<file path="config.mk">
export PLATFORM = sky130hd
export DESIGN_NAME = fdel_core
export DESIGN_NICKNAME = d
export VERILOG_FILES = /design/src/fdel_pkg.sv /design/src/fdel_core.sv /design/src/fdel_ret_chk.sv
export SDC_FILE = /design/constraint.sdc
export NUM_CORES = 1
export LEC_CHECK = 0
export ABC_AREA = 1
export ABC_CLOCK_PERIOD_IN_PS = 3250
export BUFFER_PORTS_ARGS = -buffer_cell sky130_fd_sc_hd__clkbuf_2
export CELL_PAD_IN_SITES_DETAIL_PLACEMENT = 0
export CELL_PAD_IN_SITES_GLOBAL_PLACEMENT = 2
export CORE_AREA = 2 2 168 170
export CTS_CLUSTER_DIAMETER = 50
export DETAILED_ROUTE_END_ITERATION = 8
export DIE_AREA = 0 0 170 172
export PLACE_DENSITY = 0.73
export SLEW_MARGIN = 30
export SYNTH_ARGS = -nofsm -noshare
export SYNTH_HDL_FRONTEND = slang
export SYNTH_SLANG_ARGS = --single-unit
</file>
<file path="constraint.sdc">
create_clock -name i_clk -period 3.25 [get_ports i_clk]
set_clock_uncertainty 0.2 [all_clocks]
set_input_delay 0.65 -clock i_clk [delete_from_list [all_inputs] [get_ports i_clk]]
set_output_delay 0.65 -clock i_clk [all_outputs]
set_load 0.02 [all_outputs]
</file>
<file path="src/fdel_pkg.sv">
// Purpose: shared constants and carriers of the fault detect, escalate and lockup block
// Assumes: 32-bit register bus, one register per aligned word
// Notes: numeric priority, lower value is more urgent

package fdel_pkg;

	// ----------------------------------------------------------------
	// register offsets
	// ----------------------------------------------------------------
	localparam logic [7:0] OFS_TOP = 8'h00;
	localparam logic [7:0] OFS_PROT = 8'h04;
	localparam logic [7:0] OFS_BUS = 8'h08;
	localparam logic [7:0] OFS_USE = 8'h0c;
	localparam logic [7:0] OFS_PADDR = 8'h10;
	localparam logic [7:0] OFS_BADDR = 8'h14;
	localparam logic [7:0] OFS_CTRL = 8'h18;
	localparam logic [7:0] OFS_PRIO = 8'h1c;
	localparam logic [7:0] OFS_STATE = 8'h20;

	// ----------------------------------------------------------------
	// field positions
	// ----------------------------------------------------------------
	localparam int TOP_VEC = 0;
	localparam int TOP_FORCED = 1;
	localparam int PROT_INSTR = 0;
	localparam int PROT_DATA = 1;
	localparam int PROT_STK = 2;
	localparam int PROT_UNSTK = 3;
	localparam int PROT_LSP = 4;
	localparam int BUS_STK = 0;
	localparam int BUS_UNSTK = 1;
	localparam int BUS_PREF = 2;
	localparam int BUS_LSP = 3;
	localparam int BUS_PREC = 4;
	localparam int BUS_IMPREC = 5;
	localparam int ADDR_VALID = 7;
	localparam int USE_COPROCESSOR_ABSENT_FLAG = 0;
	localparam int USE_UNDEF = 1;
	localparam int USE_INVST = 2;
	localparam int USE_INVALID_RETURN_CODE_FLAG = 3;
	localparam int USE_UNALN = 4;
	localparam int USE_DIVZ = 5;
	localparam int EN_PROT = 0;
	localparam int EN_BUS = 1;
	localparam int EN_USE = 2;
	localparam int PRIO_PROT = 0;
	localparam int PRIO_BUS = 8;
	localparam int PRIO_USE = 16;

	// ----------------------------------------------------------------
	// reset values and return codes
	// ----------------------------------------------------------------
	localparam logic [2:0] CTRL_RST = 3'h0;
	localparam logic [23:0] PRIO_RST = 24'h000000;
	localparam logic [26:0] RET_UPPER = 27'h7ffffff;
	localparam logic [4:0] RET_H_STD = 5'h11;
	localparam logic [4:0] RET_T_MAIN = 5'h19;
	localparam logic [4:0] RET_T_PROC = 5'h1d;
	localparam logic [4:0] RET_H_FP = 5'h01;
	localparam logic [4:0] RET_T_MAIN_FP = 5'h09;
	localparam logic [4:0] RET_T_PROC_FP = 5'h0d;

	// ----------------------------------------------------------------
	// carriers
	// ----------------------------------------------------------------
	typedef enum logic [4:0] {
		C_VEC_READ = 5'h00,
		C_PROT_INSTR = 5'h01,
		C_PROT_DATA = 5'h02,
		C_PROT_STK = 5'h03,
		C_PROT_UNSTK = 5'h04,
		C_PROT_LSP = 5'h05,
		C_NEVER_EXEC = 5'h06,
		C_BUS_STK = 5'h07,
		C_BUS_UNSTK = 5'h08,
		C_BUS_PREF = 5'h09,
		C_BUS_LSP = 5'h0a,
		C_BUS_DATA = 5'h0b,
		C_CACHE_MAINT = 5'h0c,
		C_USE_COPROCESSOR_ABSENT_FLAG = 5'h0d,
		C_USE_UNDEF = 5'h0e,
		C_USE_INVST = 5'h0f,
		C_USE_UNALN = 5'h10,
		C_USE_DIVZ = 5'h11
	} fdel_cause_t;

	typedef enum logic [2:0] {
		X_THREAD = 3'h0,
		X_NMI = 3'h1,
		X_TOP = 3'h2,
		X_PROT = 3'h3,
		X_BUS = 3'h4,
		X_USE = 3'h5,
		X_OTHER = 3'h6
	} fdel_ctx_t;

	typedef struct packed {
		logic valid;
		fdel_cause_t cause;
		logic [31:0] addr;
		logic debug;
		logic store;
	} fdel_fault_t;

	typedef struct packed {
		logic top;
		logic prot;
		logic bus;
		logic usage;
	} fdel_pend_t;

	typedef struct packed {
		logic [1:0] top;
		logic [7:0] prot;
		logic [7:0] bus;
		logic [5:0] usage;
		logic [31:0] paddr;
		logic [31:0] baddr;
		logic [2:0] en;
		logic [23:0] prio;
		logic lock;
		logic lock_nmi;
		fdel_pend_t pend;
		logic dbg_err;
		logic pready;
		logic pslverr;
		logic [31:0] prdata;
	} fdel_state_t;

endpackage : fdel_pkg

</file>
<file path="src/fdel_core.sv">
// Purpose: classify faults, keep status flags, escalate, pend handlers, track lockup
// Assumes: fault reports and context come from logic on the same clock
// Notes: status flags clear by writing one; a set in the same cycle wins

`timescale 1ns/100ps

module fdel_core #(
	parameter int ADDR_W = 8
) (
	input wire logic i_clk,
	input wire logic i_reset_n,
	input wire logic i_psel,
	input wire logic i_penable,
	input wire logic i_pwrite,
	input wire logic [ADDR_W-1:0] i_paddr,
	input wire logic [31:0] i_pwdata,
	output logic [31:0] o_prdata,
	output logic o_pready,
	output logic o_pslverr,
	input wire fdel_pkg::fdel_fault_t i_fault,
	input wire logic i_ret_valid,
	input wire logic [31:0] i_ret_code,
	input wire fdel_pkg::fdel_ctx_t i_ctx,
	input wire logic [7:0] i_cur_prio,
	input wire logic i_entering_bus,
	input wire logic i_nmi,
	input wire logic i_dbg_halt,
	output fdel_pkg::fdel_pend_t o_pend,
	output logic o_lockup,
	output logic o_dbg_bus_err
);

	// ----------------------------------------------------------------
	// elaboration checks
	// ----------------------------------------------------------------
	if (ADDR_W < 6 || ADDR_W > 32) begin : g_bad_addr_w
		$error("ADDR_W must be 6 to 32");
	end

	fdel_pkg::fdel_state_t s_r;
	fdel_pkg::fdel_state_t s_nxt;
	logic ret_bad;
	logic acc;
	logic wr;
	logic hit;
	logic [7:0] wa;
	logic [31:0] rd;
	logic ok;
	logic async;
	logic crit;
	logic esc;
	logic exempt;
	logic en_c;
	logic [7:0] prio_c;
	logic [2:0] cls;
	fdel_pkg::fdel_cause_t cause;
	logic [1:0] set_top;
	logic [7:0] set_prot;
	logic [7:0] set_bus;
	logic [5:0] set_use;
	logic [1:0] clr_top;
	logic [7:0] clr_prot;
	logic [7:0] clr_bus;
	logic [5:0] clr_use;

	fdel_ret_chk u_ret_chk (
		.i_valid(i_ret_valid),
		.i_code(i_ret_code),
		.o_bad(ret_bad)
	);

	// ----------------------------------------------------------------
	// next state
	// ----------------------------------------------------------------
	always_comb begin
		s_nxt = s_r;
		s_nxt.pend = '0;
		s_nxt.dbg_err = 1'b0;
		// apb: one wait state, write lands on the completing edge
		wa = 8'(i_paddr[ADDR_W-1:0] & {ADDR_W{1'b1}});
		acc = i_psel & i_penable;
		wr = acc & s_r.pready & i_pwrite;
		hit = 1'b1;
		case (wa)
			fdel_pkg::OFS_TOP: rd = {30'h0, s_r.top};
			fdel_pkg::OFS_PROT: rd = {24'h0, s_r.prot};
			fdel_pkg::OFS_BUS: rd = {24'h0, s_r.bus};
			fdel_pkg::OFS_USE: rd = {26'h0, s_r.usage};
			fdel_pkg::OFS_PADDR: rd = s_r.paddr;
			fdel_pkg::OFS_BADDR: rd = s_r.baddr;
			fdel_pkg::OFS_CTRL: rd = {29'h0, s_r.en};
			fdel_pkg::OFS_PRIO: rd = {8'h0, s_r.prio};
			fdel_pkg::OFS_STATE: rd = {30'h0, s_r.lock_nmi, s_r.lock};
			default: begin
				rd = 32'h0;
				hit = 1'b0;
			end
		endcase
		s_nxt.pready = acc & ~s_r.pready;
		if (acc & ~s_r.pready) begin
			s_nxt.prdata = i_pwrite ? 32'h0 : rd;
			s_nxt.pslverr = ~hit;
		end
		clr_top = (wr && wa == fdel_pkg::OFS_TOP) ? i_pwdata[1:0] : 2'h0;
		clr_prot = (wr && wa == fdel_pkg::OFS_PROT) ? i_pwdata[7:0] : 8'h0;
		clr_bus = (wr && wa == fdel_pkg::OFS_BUS) ? i_pwdata[7:0] : 8'h0;
		clr_use = (wr && wa == fdel_pkg::OFS_USE) ? i_pwdata[5:0] : 6'h0;
		if (wr && wa == fdel_pkg::OFS_CTRL) begin
			s_nxt.en = i_pwdata[2:0];
		end
		if (wr && wa == fdel_pkg::OFS_PRIO) begin
			s_nxt.prio = i_pwdata[23:0];
		end

		// classification; outside lockup a return-code error stands in when no non-debug fault is reported
		set_top = 2'h0;
		set_prot = 8'h0;
		set_bus = 8'h0;
		set_use = 6'h0;
		cls = 3'h0;
		cause = i_fault.cause;
		ok = i_fault.valid & ~i_fault.debug & ~s_r.lock;
		if (i_fault.valid && i_fault.debug) begin
			// debugger errors never touch exception state
			s_nxt.dbg_err = 1'b1;
		end
		if (ok) begin
			case (cause)
				fdel_pkg::C_VEC_READ: set_top[fdel_pkg::TOP_VEC] = 1'b1;
				fdel_pkg::C_PROT_INSTR, fdel_pkg::C_NEVER_EXEC: begin
					set_prot[fdel_pkg::PROT_INSTR] = 1'b1;
				end
				fdel_pkg::C_PROT_DATA: set_prot[fdel_pkg::PROT_DATA] = 1'b1;
				fdel_pkg::C_PROT_STK: set_prot[fdel_pkg::PROT_STK] = 1'b1;
				fdel_pkg::C_PROT_UNSTK: set_prot[fdel_pkg::PROT_UNSTK] = 1'b1;
				fdel_pkg::C_PROT_LSP: set_prot[fdel_pkg::PROT_LSP] = 1'b1;
				fdel_pkg::C_BUS_STK: set_bus[fdel_pkg::BUS_STK] = 1'b1;
				fdel_pkg::C_BUS_UNSTK: set_bus[fdel_pkg::BUS_UNSTK] = 1'b1;
				fdel_pkg::C_BUS_PREF: set_bus[fdel_pkg::BUS_PREF] = 1'b1;
				fdel_pkg::C_BUS_LSP: set_bus[fdel_pkg::BUS_LSP] = 1'b1;
				fdel_pkg::C_BUS_DATA: begin
					// stores go through the write buffer, so they report late
					set_bus[fdel_pkg::BUS_IMPREC] = i_fault.store;
					set_bus[fdel_pkg::BUS_PREC] = ~i_fault.store;
				end
				fdel_pkg::C_CACHE_MAINT: set_bus[fdel_pkg::BUS_PREC] = 1'b1;
				fdel_pkg::C_USE_COPROCESSOR_ABSENT_FLAG: set_use[fdel_pkg::USE_COPROCESSOR_ABSENT_FLAG] = 1'b1;
				fdel_pkg::C_USE_UNDEF: set_use[fdel_pkg::USE_UNDEF] = 1'b1;
				fdel_pkg::C_USE_INVST: set_use[fdel_pkg::USE_INVST] = 1'b1;
				fdel_pkg::C_USE_UNALN: set_use[fdel_pkg::USE_UNALN] = 1'b1;
				fdel_pkg::C_USE_DIVZ: set_use[fdel_pkg::USE_DIVZ] = 1'b1;
				default: set_use[fdel_pkg::USE_UNDEF] = 1'b1;
			endcase
		end else if (ret_bad && !s_r.lock) begin
			set_use[fdel_pkg::USE_INVALID_RETURN_CODE_FLAG] = 1'b1;
		end
		if (set_top != 2'h0) begin
			cls = 3'h1;
		end else if (set_prot != 8'h0) begin
			cls = 3'h2;
		end else if (set_bus != 8'h0) begin
			cls = 3'h3;
		end else if (set_use != 6'h0) begin
			cls = 3'h4;
		end
		case (cls)
			3'h2: begin
				en_c = s_r.en[fdel_pkg::EN_PROT];
				prio_c = s_r.prio[fdel_pkg::PRIO_PROT +: 8];
			end
			3'h3: begin
				en_c = s_r.en[fdel_pkg::EN_BUS];
				prio_c = s_r.prio[fdel_pkg::PRIO_BUS +: 8];
			end
			3'h4: begin
				en_c = s_r.en[fdel_pkg::EN_USE];
				prio_c = s_r.prio[fdel_pkg::PRIO_USE +: 8];
			end
			default: begin
				en_c = 1'b1;
				prio_c = 8'h0;
			end
		endcase
		async = set_bus[fdel_pkg::BUS_IMPREC];
		crit = (i_ctx == fdel_pkg::X_NMI) || (i_ctx == fdel_pkg::X_TOP);
		exempt = (cls == 3'h3) && set_bus[fdel_pkg::BUS_STK] && i_entering_bus;
		esc = ~en_c
			| ((i_ctx != fdel_pkg::X_THREAD) && (prio_c >= i_cur_prio))
			| ((cls == 3'h2) && (i_ctx == fdel_pkg::X_PROT))
			| ((cls == 3'h3) && (i_ctx == fdel_pkg::X_BUS))
			| ((cls == 3'h4) && (i_ctx == fdel_pkg::X_USE));

		// lockup release first, so a fresh entry below takes the last word
		if (s_r.lock && (i_dbg_halt || (i_nmi && !s_r.lock_nmi))) begin
			s_nxt.lock = 1'b0;
			s_nxt.lock_nmi = 1'b0;
		end
		if (cls != 3'h0) begin
			if (async) begin
				// pended whatever runs now; the store may belong to an earlier context
				s_nxt.pend.bus = s_r.en[fdel_pkg::EN_BUS];
				s_nxt.pend.top = ~s_r.en[fdel_pkg::EN_BUS];
				set_top[fdel_pkg::TOP_FORCED] = ~s_r.en[fdel_pkg::EN_BUS];
			end else if (crit) begin
				s_nxt.lock = 1'b1;
				s_nxt.lock_nmi = (i_ctx == fdel_pkg::X_NMI);
			end else if (cls == 3'h1) begin
				// top level outranks every configurable handler, no priority gate
				s_nxt.pend.top = 1'b1;
			end else if (esc && !exempt) begin
				s_nxt.pend.top = 1'b1;
				set_top[fdel_pkg::TOP_FORCED] = 1'b1;
			end else begin
				s_nxt.pend.prot = (cls == 3'h2);
				s_nxt.pend.bus = (cls == 3'h3);
				s_nxt.pend.usage = (cls == 3'h4);
			end
		end

		// address capture: only while not already holding one
		if (set_prot != 8'h0 && !s_r.prot[fdel_pkg::ADDR_VALID]) begin
			s_nxt.paddr = i_fault.addr;
			set_prot[fdel_pkg::ADDR_VALID] = 1'b1;
		end
		if (set_bus != 8'h0 && !async && !s_r.bus[fdel_pkg::ADDR_VALID]) begin
			s_nxt.baddr = i_fault.addr;
			set_bus[fdel_pkg::ADDR_VALID] = 1'b1;
		end

		// sticky flags, set beats clear
		s_nxt.top = (s_r.top & ~clr_top) | set_top;
		s_nxt.prot = ((s_r.prot & ~clr_prot) | set_prot) & 8'h9f;
		s_nxt.bus = ((s_r.bus & ~clr_bus) | set_bus) & 8'hbf;
		s_nxt.usage = (s_r.usage & ~clr_use) | set_use;
	end

	// ----------------------------------------------------------------
	// state register
	// ----------------------------------------------------------------
	always_ff @(posedge i_clk) begin
		if (!i_reset_n) begin
			s_r <= '0;
			s_r.en <= fdel_pkg::CTRL_RST;
			s_r.prio <= fdel_pkg::PRIO_RST;
		end else begin
			s_r <= s_nxt;
		end
	end

	assign o_prdata = s_r.prdata;
	assign o_pready = s_r.pready;
	assign o_pslverr = s_r.pslverr;
	assign o_pend = s_r.pend;
	assign o_lockup = s_r.lock;
	assign o_dbg_bus_err = s_r.dbg_err;
endmodule : fdel_core

</file>
<file path="src/fdel_ret_chk.sv">
// Purpose: check a loaded exception return code against the defined encodings
// Assumes: code arrives with its strobe from the pipeline on the core clock
// Notes: purely combinational

`timescale 1ns/100ps

module fdel_ret_chk (
	input wire logic i_valid,
	input wire logic [31:0] i_code,
	output logic o_bad
);

	logic low_ok;

	// ----------------------------------------------------------------
	// decode
	// ----------------------------------------------------------------
	always_comb begin
		case (i_code[4:0])
			fdel_pkg::RET_H_STD, fdel_pkg::RET_T_MAIN, fdel_pkg::RET_T_PROC,
			fdel_pkg::RET_H_FP, fdel_pkg::RET_T_MAIN_FP, fdel_pkg::RET_T_PROC_FP: begin
				low_ok = 1'b1;
			end
			default: begin
				low_ok = 1'b0;
			end
		endcase
		// upper bits must all be one as well
		o_bad = i_valid & ~(low_ok & (i_code[31:5] == fdel_pkg::RET_UPPER));
	end

endmodule : fdel_ret_chk

</file>
After elaboration in Yosys (flattened, before gate mapping)
Index checks and enable logic that the tools add are counted.
Widths: inputs -> output; s select.
- output and inout bits: 40
- input port bits: 132
- bits in registers: 156
- mux-type cells: 58
- magnitude comparators: 1
- reduce and logical (&&, ||, !) cells: 41
- bitwise logic cells: 34
- eq/ne operators: 40
- operators with widths (operator ; count):
    $pmux 32 s9 ; 1
    $eq 5x4->1 const B ; 9
    $mux 1 ; 34
    $eq 8x5->1 const B ; 4
    $mux 32 ; 1
    $eq 27x27->1 const B ; 1
    $eq 5x5->1 const B ; 5
    $pmux 8 s3 ; 1
    $mux 3 ; 7
    $eq 5x3->1 const B ; 4
    $logic_and 1x1->1 ; 20
    $mux 6 ; 3
    $reduce_or 17->1 ; 1
    $and 8x8->8 ; 2
    $eq 8x4->1 const B ; 2
    $mux 8 ; 2
    $not 8->8 ; 2
    $or 8x8->8 ; 2
    $eq 3x2->1 const B ; 4
    $reduce_bool 6->1 ; 2
    $reduce_or 6->1 ; 2
    $eq 5x1->1 const B ; 2
    $eq 5x2->1 const B ; 2
    $mux 2 ; 5
    27 further kinds ; 56

Longest topological paths before layout
Gate-level depths: netlist of run 1.
- word-level depth: 29
- gate-level depth with buffers: 26

Modules after synthesis
A second synthesis of run 1 with hierarchy kept.
- cells, all modules: 1044
- area, all modules: 7444.6 um^2
- modules (own cells, without submodules) (module ; instances ; area an instance (um^2) ; cells each ; seq. area each (um^2)):
    fdel_core ; 1 ; 7318.3 ; 1011 ; 3062.9
    fdel_ret_chk ; 1 ; 126.4 ; 33 ; 0.0

Least setup slack after synthesis of run 1
Ideal clock, no wire load.
- path kind: input-to-reg
- start point: input i_fault[1] in the netlist's numbering
- end point: register s_r, in the netlist o_pend[3]
- setup time: 114 ps
- stages: 22
- arrival: 2845 ps
- setup slack: 91 ps
- required time: 2936 ps
- cell sequence: nor3_2 nand3_1 nand2_1 inv_1 nand3_2 inv_1 o221ai_1 ha_1 inv_1 nor2_1 o21ai_0 nand2_1 nand2_1 o2111ai_1 o21ai_0 inv_1 nor2_1 nand2_1 nand2_2 nand2_1 nand2_1 a21oi_2
- longest elaborated chain between the ends: 22
- elaborated cells between the ends (all ways): 42
- those cells by class: order compare: 1; eq/ne: 4; mux: 16; bitwise: 8; reduce/logical: 13
- ends and longest elaborated chain (element ; RTL line ; RTL):
    from (decl) ; fdel_core.sv:20 ; input wire fdel_pkg::fdel_fault_t i_fault,
    $not 1->1 * ; fdel_core.sv:122 ; ok = i_fault.valid & ~i_fault.debug & ~s_r.lock;
    $and 1x1->1 * (2 in series) ; fdel_core.sv:122 ;
    $mux 3 (tied with other cells) ; fdel_core.sv:127 ; if (ok) begin
    $reduce_bool 6->1 ; fdel_core.sv:163 ; end else if (set_use != 6'h0) begin
    $mux 3 ; fdel_core.sv:163 ;
    $mux 3 ; fdel_core.sv:161 ; end else if (set_bus != 8'h0) begin
    $mux 3 ; fdel_core.sv:159 ; end else if (set_prot != 8'h0) begin
    $mux 3 ; fdel_core.sv:157 ; if (set_top != 2'h0) begin
    (+5 left out) ; n/a ;
    $or 1x1->1 ; fdel_core.sv:189 ; | ((cls == 3'h2) && (i_ctx == fdel_pkg::X_PROT))
    $or 1x1->1 ; fdel_core.sv:190 ; | ((cls == 3'h3) && (i_ctx == fdel_pkg::X_BUS))
    $or 1x1->1 ; fdel_core.sv:191 ; | ((cls == 3'h4) && (i_ctx == fdel_pkg::X_USE));
    $logic_and 1x1->1 ; fdel_core.sv:210 ; end else if (esc && !exempt) begin
    $mux 1 ; fdel_core.sv:210 ;
    $mux 1 ; fdel_core.sv:207 ; end else if (cls == 3'h1) begin
    $mux 4 ; fdel_core.sv:204 ; end else if (crit) begin
    $mux 1 ; fdel_core.sv:199 ; if (async) begin
    to (signal assigned) ; fdel_core.sv:246 ; s_r <= s_nxt;
    to (decl) ; fdel_core.sv:40 ; fdel_pkg::fdel_state_t s_r;
Every way passes the cells marked *; elsewhere a longest branch is shown, timed or not.
A chain may end at the register's enable or synchronous reset.

Worst setup path in the final report of run 1
- start point: input i_fault[36] in the netlist's numbering
- end point: register s_r[155] in the netlist's numbering
- longest elaborated chain between the ends: 24
- elaborated cells between the ends (all ways): 75
- those cells by class: order compare: 1; eq/ne: 20; mux: 33; bitwise: 6; reduce/logical: 15
- ends and longest elaborated chain (element ; RTL line ; RTL):
    $eq 5x5->1 (tied with other cells) ; fdel_core.sv:128 ; case (cause)
    $reduce_or 17->1 (no line) ; n/a ;
    $mux 1 ; fdel_core.sv:128 ;
    $mux 3 ; fdel_core.sv:127 ;
    $reduce_bool 6->1 ; fdel_core.sv:163 ;
    $mux 3 ; fdel_core.sv:163 ;
    $mux 3 ; fdel_core.sv:161 ;
    $mux 3 ; fdel_core.sv:159 ;
    (+8 left out) ; n/a ;
    $or 1x1->1 ; fdel_core.sv:191 ;
    $logic_and 1x1->1 ; fdel_core.sv:210 ;
    $mux 1 ; fdel_core.sv:210 ;
    $mux 1 ; fdel_core.sv:207 ;
    $mux 1 ; fdel_core.sv:204 ;
    $mux 1 ; fdel_core.sv:199 ;
    $mux 1 * ; fdel_core.sv:198 ; if (cls != 3'h0) begin
    $or 2x2->2 * ; fdel_core.sv:231 ; s_nxt.top = (s_r.top & ~clr_top) | set_top;
Marks and branches as above.

==> summary.txt, run 1 <==
Finish
  • Share of cells above drive strength 1: 25.6%
  • Fin cells: 1551
  • Area Growth Syn to Fin: 26.4%
  • Most frequent cells in the layout: nand2_1, clkbuf_2, dfxtp_1
  • Antenna cells: 0
  • Final #Nets: 1333
  • Most common cell after layout, fill and taps aside: nand2_1

Timing
  • Final setup margin: 0.243 ns
  • Slew Limit Fails: 0
  • FMAX: 333 MHz
  • Worst slew margin: 51.5%
  • Final setup violation count: 0
  • Final Critical Period: 3.01 ns
  • Worst-Margin Slew: 0.727 ns
  • Final Hold Viols: 0
  • Tcrit/Tclk final: 92.5%

Clock network
  • Clock transition at path regs: 0.06 ns
  • CTS max path bufs: 2
  • H-tree depth: 4
  • Clock Latency Late Sink: 0.43 ns
  • CTS Buf Count: 17
  • Root Driver: clkbuf_16
  • CTS tree: done
  • Clk sinks: 153

Global routing
  • Vias in the first global route: 6874
  • Total congestion overflow: 0
  • Pin count of the biggest net entering global routing: 46
  • Initial antenna violation count: 0
  • GRT Total Usage: 17.1%
  • Global-route wire length before repair: 38100 um

Worst setup path
  • Kind of end point of the critical path: flip-flop
  • Kind of critical path: input port to flip-flop
  • Reg-to-Reg End: s_r[155]
  • RR Startpoint: o_lockup
  • Worst reg-to-reg path cell count: 22
  • Critical Path RT: 3.37 ns
  • CP arrival: 3.12 ns
  • Worst setup SP type: input port
  • Reg-to-reg slack, setup: 0.30 ns
  • CP max FO: 7

Floorplanning
  • FP Rows: 61
  • Initial Util: 26.7%
  • Die X: 170 um
  • # IOs: 172
  • Die H: 172 um
  • Placeable core area: 0.0275 mm^2
  • Die area: 0.0292 mm^2

Pwr
  • Power Dens Cells: 464 mW/mm^2
  • Leak pwr: 3.82 nW
  • Maximum VDD drop: 352 uV

Job
  • Max Cap Violations: 0

Yosys
  • Area of the mapped netlist: 0.00735 mm^2
  • Cells after synthesis: 1032
  • Yosys reg bits: 153
  • Syn avg cell area: 7.12 um^2
  • Seq/Total Area, Yosys: 41.7%
  • Distinct cell type count after synthesis: 39
  • Yosys top cell area share: 41.7%
  • Synth top area cells: dfxtp_1, nand2_1, a21oi_1
  • Area leader, netlist: dfxtp_1
  • Syn_nets: 1172
  • Ys Warns: 0

Min path
  • Worst Hold Endpoint: o_dbg_bus_err
  • Worst min-delay path startpoint: i_fault[39]
  • Hold Path Stages: 3
  • HP Class: input port to flip-flop

Route
  • Via density: 4.60
  • # DRC: 0
  • DRT Pass-1 Iters: 5
  • Initial detailed-routing violation count: 405
  • Via count: 7141
  • Post-Route WL: 24500 um
  • WL/cell: 15.8 um
  • Antenna Nets Post-Route: 0

Placed design
  • Number of I/O port buffers: 162
  • Placed cell count: 1518
  • Pre-CTS setup slack: -0.378 ns
  • Final Wtd Congestion: 0.777
  • Dpl hpwl: 18300 um

Outcome
  • Status: completed
[worst max-delay path, stage by stage]
cell       delay (ns)
clkbuf_4         0.15
inv_1            0.07
nor2_4           0.16
buf_4            0.15
nand3_1          0.11
nand2_1          0.09
inv_1            0.05
nand3_2          0.10
inv_2            0.10
buf_4            0.15
o221ai_2         0.17
ha_1             0.27
nand2_1          0.09
nor2_2           0.04
nand4_1          0.08
o2111ai_2        0.13
o21ai_1          0.09
inv_1            0.05
nor2_1           0.09
nand2_1          0.08
nand3_1          0.07
nand2_1          0.05
nand2_1          0.07
nand2_1          0.05
[metal layers]
metal / up-vias / GRT usage [%] / share of wire [%]
li1: 3712 / - / -
met1: 3284 / 22.5 / 48
met2: 131 / 28.8 / 48
met3: 14 / 3.62 / 3.8
met4: 0 / 3.75 / 1.0
met5: - / 0 / 0
[cell usage after synthesis]
| library cell | count |
|---|---|
| nand3_2 | 2 |
| dfxtp_1 | 153 |
| nor2_4 | 2 |
| or2_1 | 1 |
| a21oi_4 | 1 |
| o221ai_1 | 18 |
| nor3_1 | 7 |
| or2_4 | 1 |
| nand2_1 | 197 |
| ha_1 | 8 |
| buf_4 | 36 |
| inv_1 | 113 |
| nand3_1 | 40 |
| a21oi_1 | 132 |
| o22ai_1 | 9 |
| nand4_1 | 10 |
| nor2_2 | 5 |
| nand2_4 | 1 |
| nand3b_1 | 1 |
| o2111ai_1 | 2 |
| nor2_1 | 92 |
| nor3_4 | 1 |
| o31ai_1 | 3 |
| a21oi_2 | 2 |
| buf_2 | 6 |
| nor3_2 | 3 |
| o21ai_0 | 115 |
| buf_6 | 4 |
| clkbuf_1 | 38 |
| a22o_1 | 2 |
| o21ai_2 | 1 |
| or2_2 | 1 |
| clkinv_1 | 2 |
| o211ai_1 | 9 |
| nand2_2 | 6 |
| inv_2 | 3 |
| a32o_1 | 1 |
| nor3b_4 | 1 |
| a221oi_1 | 3 |
[per-stage QoR]
| stage | util (%) | area (um^2) | TNS, ns | total power, mW | hold slack (ns) |
|---|---|---|---|---|---|
| 4_1_cts | 33.3 | 9160 | 0 | 4.35 | 0.222 |
| 2_1_floorplan | - | 7350 | 0 | 2.17 | 0.225 |
| 3_3_place_gp | 31.2 | 8580 | -1.56 | 2.36 | 0.233 |
| 6_report | 33.8 | 9290 | 0 | 4.30 | 0.243 |
| 5_1_grt | 33.8 | 9290 | -0.0190 | 4.49 | 0.236 |
| 3_5_place_dp | 31.2 | 8580 | -1.79 | 2.36 | 0.240 |
[power breakdown]
group | switching, mW | leakage (nW) | internal, mW
Clock | 0.805 | 0.276 | 1.17
Combinational | 0.238 | 2.31 | 0.161
Sequential | 0.0151 | 1.24 | 1.92
Total | 1.06 | 3.82 | 3.25
[worst max-delay path by stage]
stage                     start   endpoint  slack, ns  cells past startpoint
floorplan            i_fault[1]  o_pend[3]       0.09                     22
global placement    i_fault[35]  o_pend[3]      -0.33                     27
detailed placement  i_fault[35]   s_r[155]      -0.38                     27
CTS                 i_fault[35]   s_r[155]       0.08                     27
global route        i_fault[36]  o_pend[3]      -0.01                     27
finish              i_fault[36]   s_r[155]       0.24                     24
[layout make-up]
type | instances | area, um^2
fillers | 3034 | 18200
multi-input cells | 677 | 3460
flip-flops and latches | 153 | 3060
repair buffers | 226 | 1310
clock buffers | 21 | 460
inverters | 118 | 445
well taps | 346 | 433
clock inverters | 10 | 119
[timing repair]
| item | in CTS | in global routing |
|---|---|---|
| setup endpoints to repair | 0 | 5 |
| gates resized for setup | 0 | 33 |
| hold buffers | 0 | 0 |
| buffers inserted | 0 | 2 |
[logic make-up after synthesis]
family          synth area share (%)
flops                           41.7
simple gates                    21.8
fa+ha+maj                       1.36
buf+inv                         12.7
compound gates                  22.5
[flip-flops by register name, summed over array words and instances, names as in the netlist]
name	flops
o_dbg_bus_err	1
o_lockup	1
o_pend	4
o_prdata	32
o_pready	1
o_pslverr	1
s_r	113
Power figures use the tool's default switching activity.
==> run 2: changes to the inputs <==
Settings changed: GPL_ROUTABILITY_DRIVEN from default to 0, RECOVER_POWER from default to 25.
==> run 2 against run 1 <==
Net effect: critical path depth did not move; non-clock buffer count stayed put; die area is the same; design area shrank 0.62%; flip-flop and latch count did not move; worst setup slack got worse by 0.0030 ns.
==> summary.txt, run 2 (synthesis gave the netlist of run 1 again) <==
Worst setup path
  • Kind of end point of the critical path: flip-flop
  • CP arrival: 3.13 ns (about the same)
  • Worst setup SP type: input port
  • Critical Path RT: 3.37 ns (about the same)
  • Reg-to-reg slack, setup: 0.30 ns (about the same)
  • CP max FO: 7 (unchanged)
  • Reg-to-Reg End: s_r[155]
  • Worst reg-to-reg path cell count: 22 (unchanged)
  • RR Startpoint: o_lockup
  • Kind of critical path: input port to flip-flop

Timing
  • Worst slew margin: 32.7% (-19 points)
  • Final Critical Period: 3.01 ns (+0.00304 ns)
  • Tcrit/Tclk final: 92.6% (+0.094 points)
  • FMAX: 332 MHz (-0.10%)
  • Final Hold Viols: 0 (unchanged)
  • Slew Limit Fails: 0 (unchanged)
  • Final setup margin: 0.240 ns (-0.00304 ns)
  • Worst-Margin Slew: 1.01 ns (+0.282 ns)
  • Final setup violation count: 0 (unchanged)

Global routing
  • GRT Total Usage: 17.1% (unchanged)
  • Total congestion overflow: 0 (unchanged)
  • Vias in the first global route: 6874 (unchanged)
  • Pin count of the biggest net entering global routing: 46 (unchanged)
  • Global-route wire length before repair: 38100 um (unchanged)
  • Initial antenna violation count: 0 (unchanged)

Clock network
  • CTS Buf Count: 17 (unchanged)
  • Clk sinks: 153 (unchanged)
  • CTS max path bufs: 2 (unchanged)
  • Clock Latency Late Sink: 0.43 ns (about the same)
  • H-tree depth: 4 (unchanged)
  • CTS tree: done
  • Clock transition at path regs: 0.06 ns (about the same)
  • Root Driver: clkbuf_16

Placed design
  • Area after DPL: 0.00858 mm^2 (unchanged)
  • Pre-CTS setup slack: -0.378 ns (unchanged)
  • Dpl hpwl: 18300 um (unchanged)
  • Number of I/O port buffers: 162 (unchanged)
  • Placed cell count: 1518 (unchanged)

Finish
  • Post-route cell area: 0.00923 mm^2 (-0.62%)
  • Share of cells above drive strength 1: 22.1% (-3.5 points)
  • Antenna cells: 0 (unchanged)
  • Largest register FFs: 113 (unchanged)
  • Top reg by flops: s_r
  • Area Growth Syn to Fin: 25.6%
  • Most common cell after layout, fill and taps aside: nand2_1
  • Final #Nets: 1333 (unchanged)
  • Most frequent cells in the layout: nand2_1, dfxtp_1, a21oi_1
  • Fin cells: 1551 (unchanged)

Route
  • Via count: 7159 (+0.25%)
  • Met3 routed WL: 916 um (-2.2%)
  • Wl on met1: 11700 um (+0.42%)
  • # DRC: 0 (unchanged)
  • Top Metal Used: met4
  • Via density: 4.62 (+0.25%)
  • WL/cell: 15.8 um (+0.13%)
  • Met2 routed WL: 11700 um (about the same)
  • Initial detailed-routing violation count: 395 (-2.5%)
  • Antenna Nets Post-Route: 0 (unchanged)
  • DRT Pass-1 Iters: 5 (unchanged)
  • Post-Route WL: 24500 um (+0.13%)

Floorplanning
  • Placeable core area: 0.0275 mm^2 (unchanged)
  • # IOs: 172 (unchanged)
  • Die X: 170 um (unchanged)
  • Initial Util: 26.7% (unchanged)
  • Die area: 0.0292 mm^2 (unchanged)
  • Die H: 172 um (unchanged)
  • FP Rows: 61 (unchanged)

Pwr
  • Comb pwr share: 9.2% (about the same)
  • Internal: 3.25 mW (about the same)
  • Switching part of the total: 24.5% (-0.040 points)
  • Maximum VDD drop: 352 uV (-0.19%)
  • Leak pwr: 3.69 nW (-3.6%)
  • Reg power frac: 44.9% (about the same)
  • Clk pwr share: 45.9% (about the same)
  • Power Dens Cells: 466 mW/mm^2 (+0.52%)
  • NetSw: 1.06 mW (-0.26%)

Outcome
  • Status: completed

Min path
  • Worst min-delay path startpoint: i_fault[39]
  • Worst Hold Endpoint: o_dbg_bus_err
  • Hold Path Stages: 3 (unchanged)
  • HP Class: input port to flip-flop

Job
  • Max Cap Violations: 0 (unchanged)
run 2: cell count changes in the layout (fill, tap and decap cells not counted):
cell      previous run  this run
buf_4               64        63
clkbuf_1             2        42
clkbuf_2           159       120
inv_1              110       111
inv_2                5         4
nor3_1               6         7
nor3_2               4         3
run 2: layer usage:
metal	up-vias	global-route usage (%)
met3	14	3.62
met2	122	28.8
met4	0	3.75
met1	3309	22.5
li1	3714	-
met5	-	0
run 2: through the flow:
| step | util (%) | setup TNS [ns] | power, mW | hold slack [ns] |
|---|---|---|---|---|
| 2_1_floorplan | - | 0 | 2.17 | 0.225 |
| 3_3_place_gp | 31.2 | -1.56 | 2.36 | 0.233 |
| 5_1_grt | 33.6 | -0.0188 | 4.49 | 0.236 |
| 4_1_cts | 33.3 | 0 | 4.35 | 0.222 |
| 6_report | 33.6 | 0 | 4.30 | 0.244 |
| 3_5_place_dp | 31.2 | -1.79 | 2.36 | 0.240 |
run 2: critical path, stage by stage:
cell and delay, ns:
clkbuf_4 0.15, inv_1 0.07, nor2_4 0.16, buf_4 0.15, nand3_1 0.11, nand2_1 0.09, inv_1 0.05, nand3_2 0.10
inv_2 0.10, buf_4 0.15, o221ai_2 0.17, ha_1 0.27, nand2_1 0.09, nor2_2 0.04, nand4_1 0.08, o2111ai_2 0.13
o21ai_1 0.09, inv_1 0.05, nor2_1 0.09, nand2_1 0.08, nand3_1 0.07, nand2_1 0.05, nand2_1 0.07, nand2_1 0.05
run 2: timing repair:
| item | 4_1_cts | 5_1_grt |
|---|---|---|
| hold buffers | 0 | 0 |
| hold endpoints to repair | 0 | 0 |
| endpoints found under the setup margin | 0 | 5 |
| gates resized for setup | 0 | 33 |
| setup buffers | 0 | 2 |
run 2: how the worst max path moves through the flow:
stage                      from   endpoint  cells past startpoint
finish              i_fault[36]   s_r[155]                     24
CTS                 i_fault[35]   s_r[155]                     27
detailed placement  i_fault[35]   s_r[155]                     27
global route        i_fault[36]  o_pend[3]                     27
global placement    i_fault[35]  o_pend[3]                     27
floorplan            i_fault[1]  o_pend[3]                     22
run 2: area by class of cell:
class	instances	area, um^2
flip-flops and latches	153	3060
clock inverters	10	119
repair buffers	226	1260
fillers	3059	18200
clock buffers	21	460
well taps	346	433
inverters	118	445
multi-input cells	677	3450
run 2: power by group through the flow:
stage                     combinational [mW]  clock (mW)  sequential (mW)
final                                  0.396        1.97             1.93
after global routing                   0.452        2.10             1.93
after detailed placement               0.392           0             1.97
after global placement                 0.393           0             1.97
after floorplan                        0.197           0             1.97
after CTS                              0.394        2.03             1.93
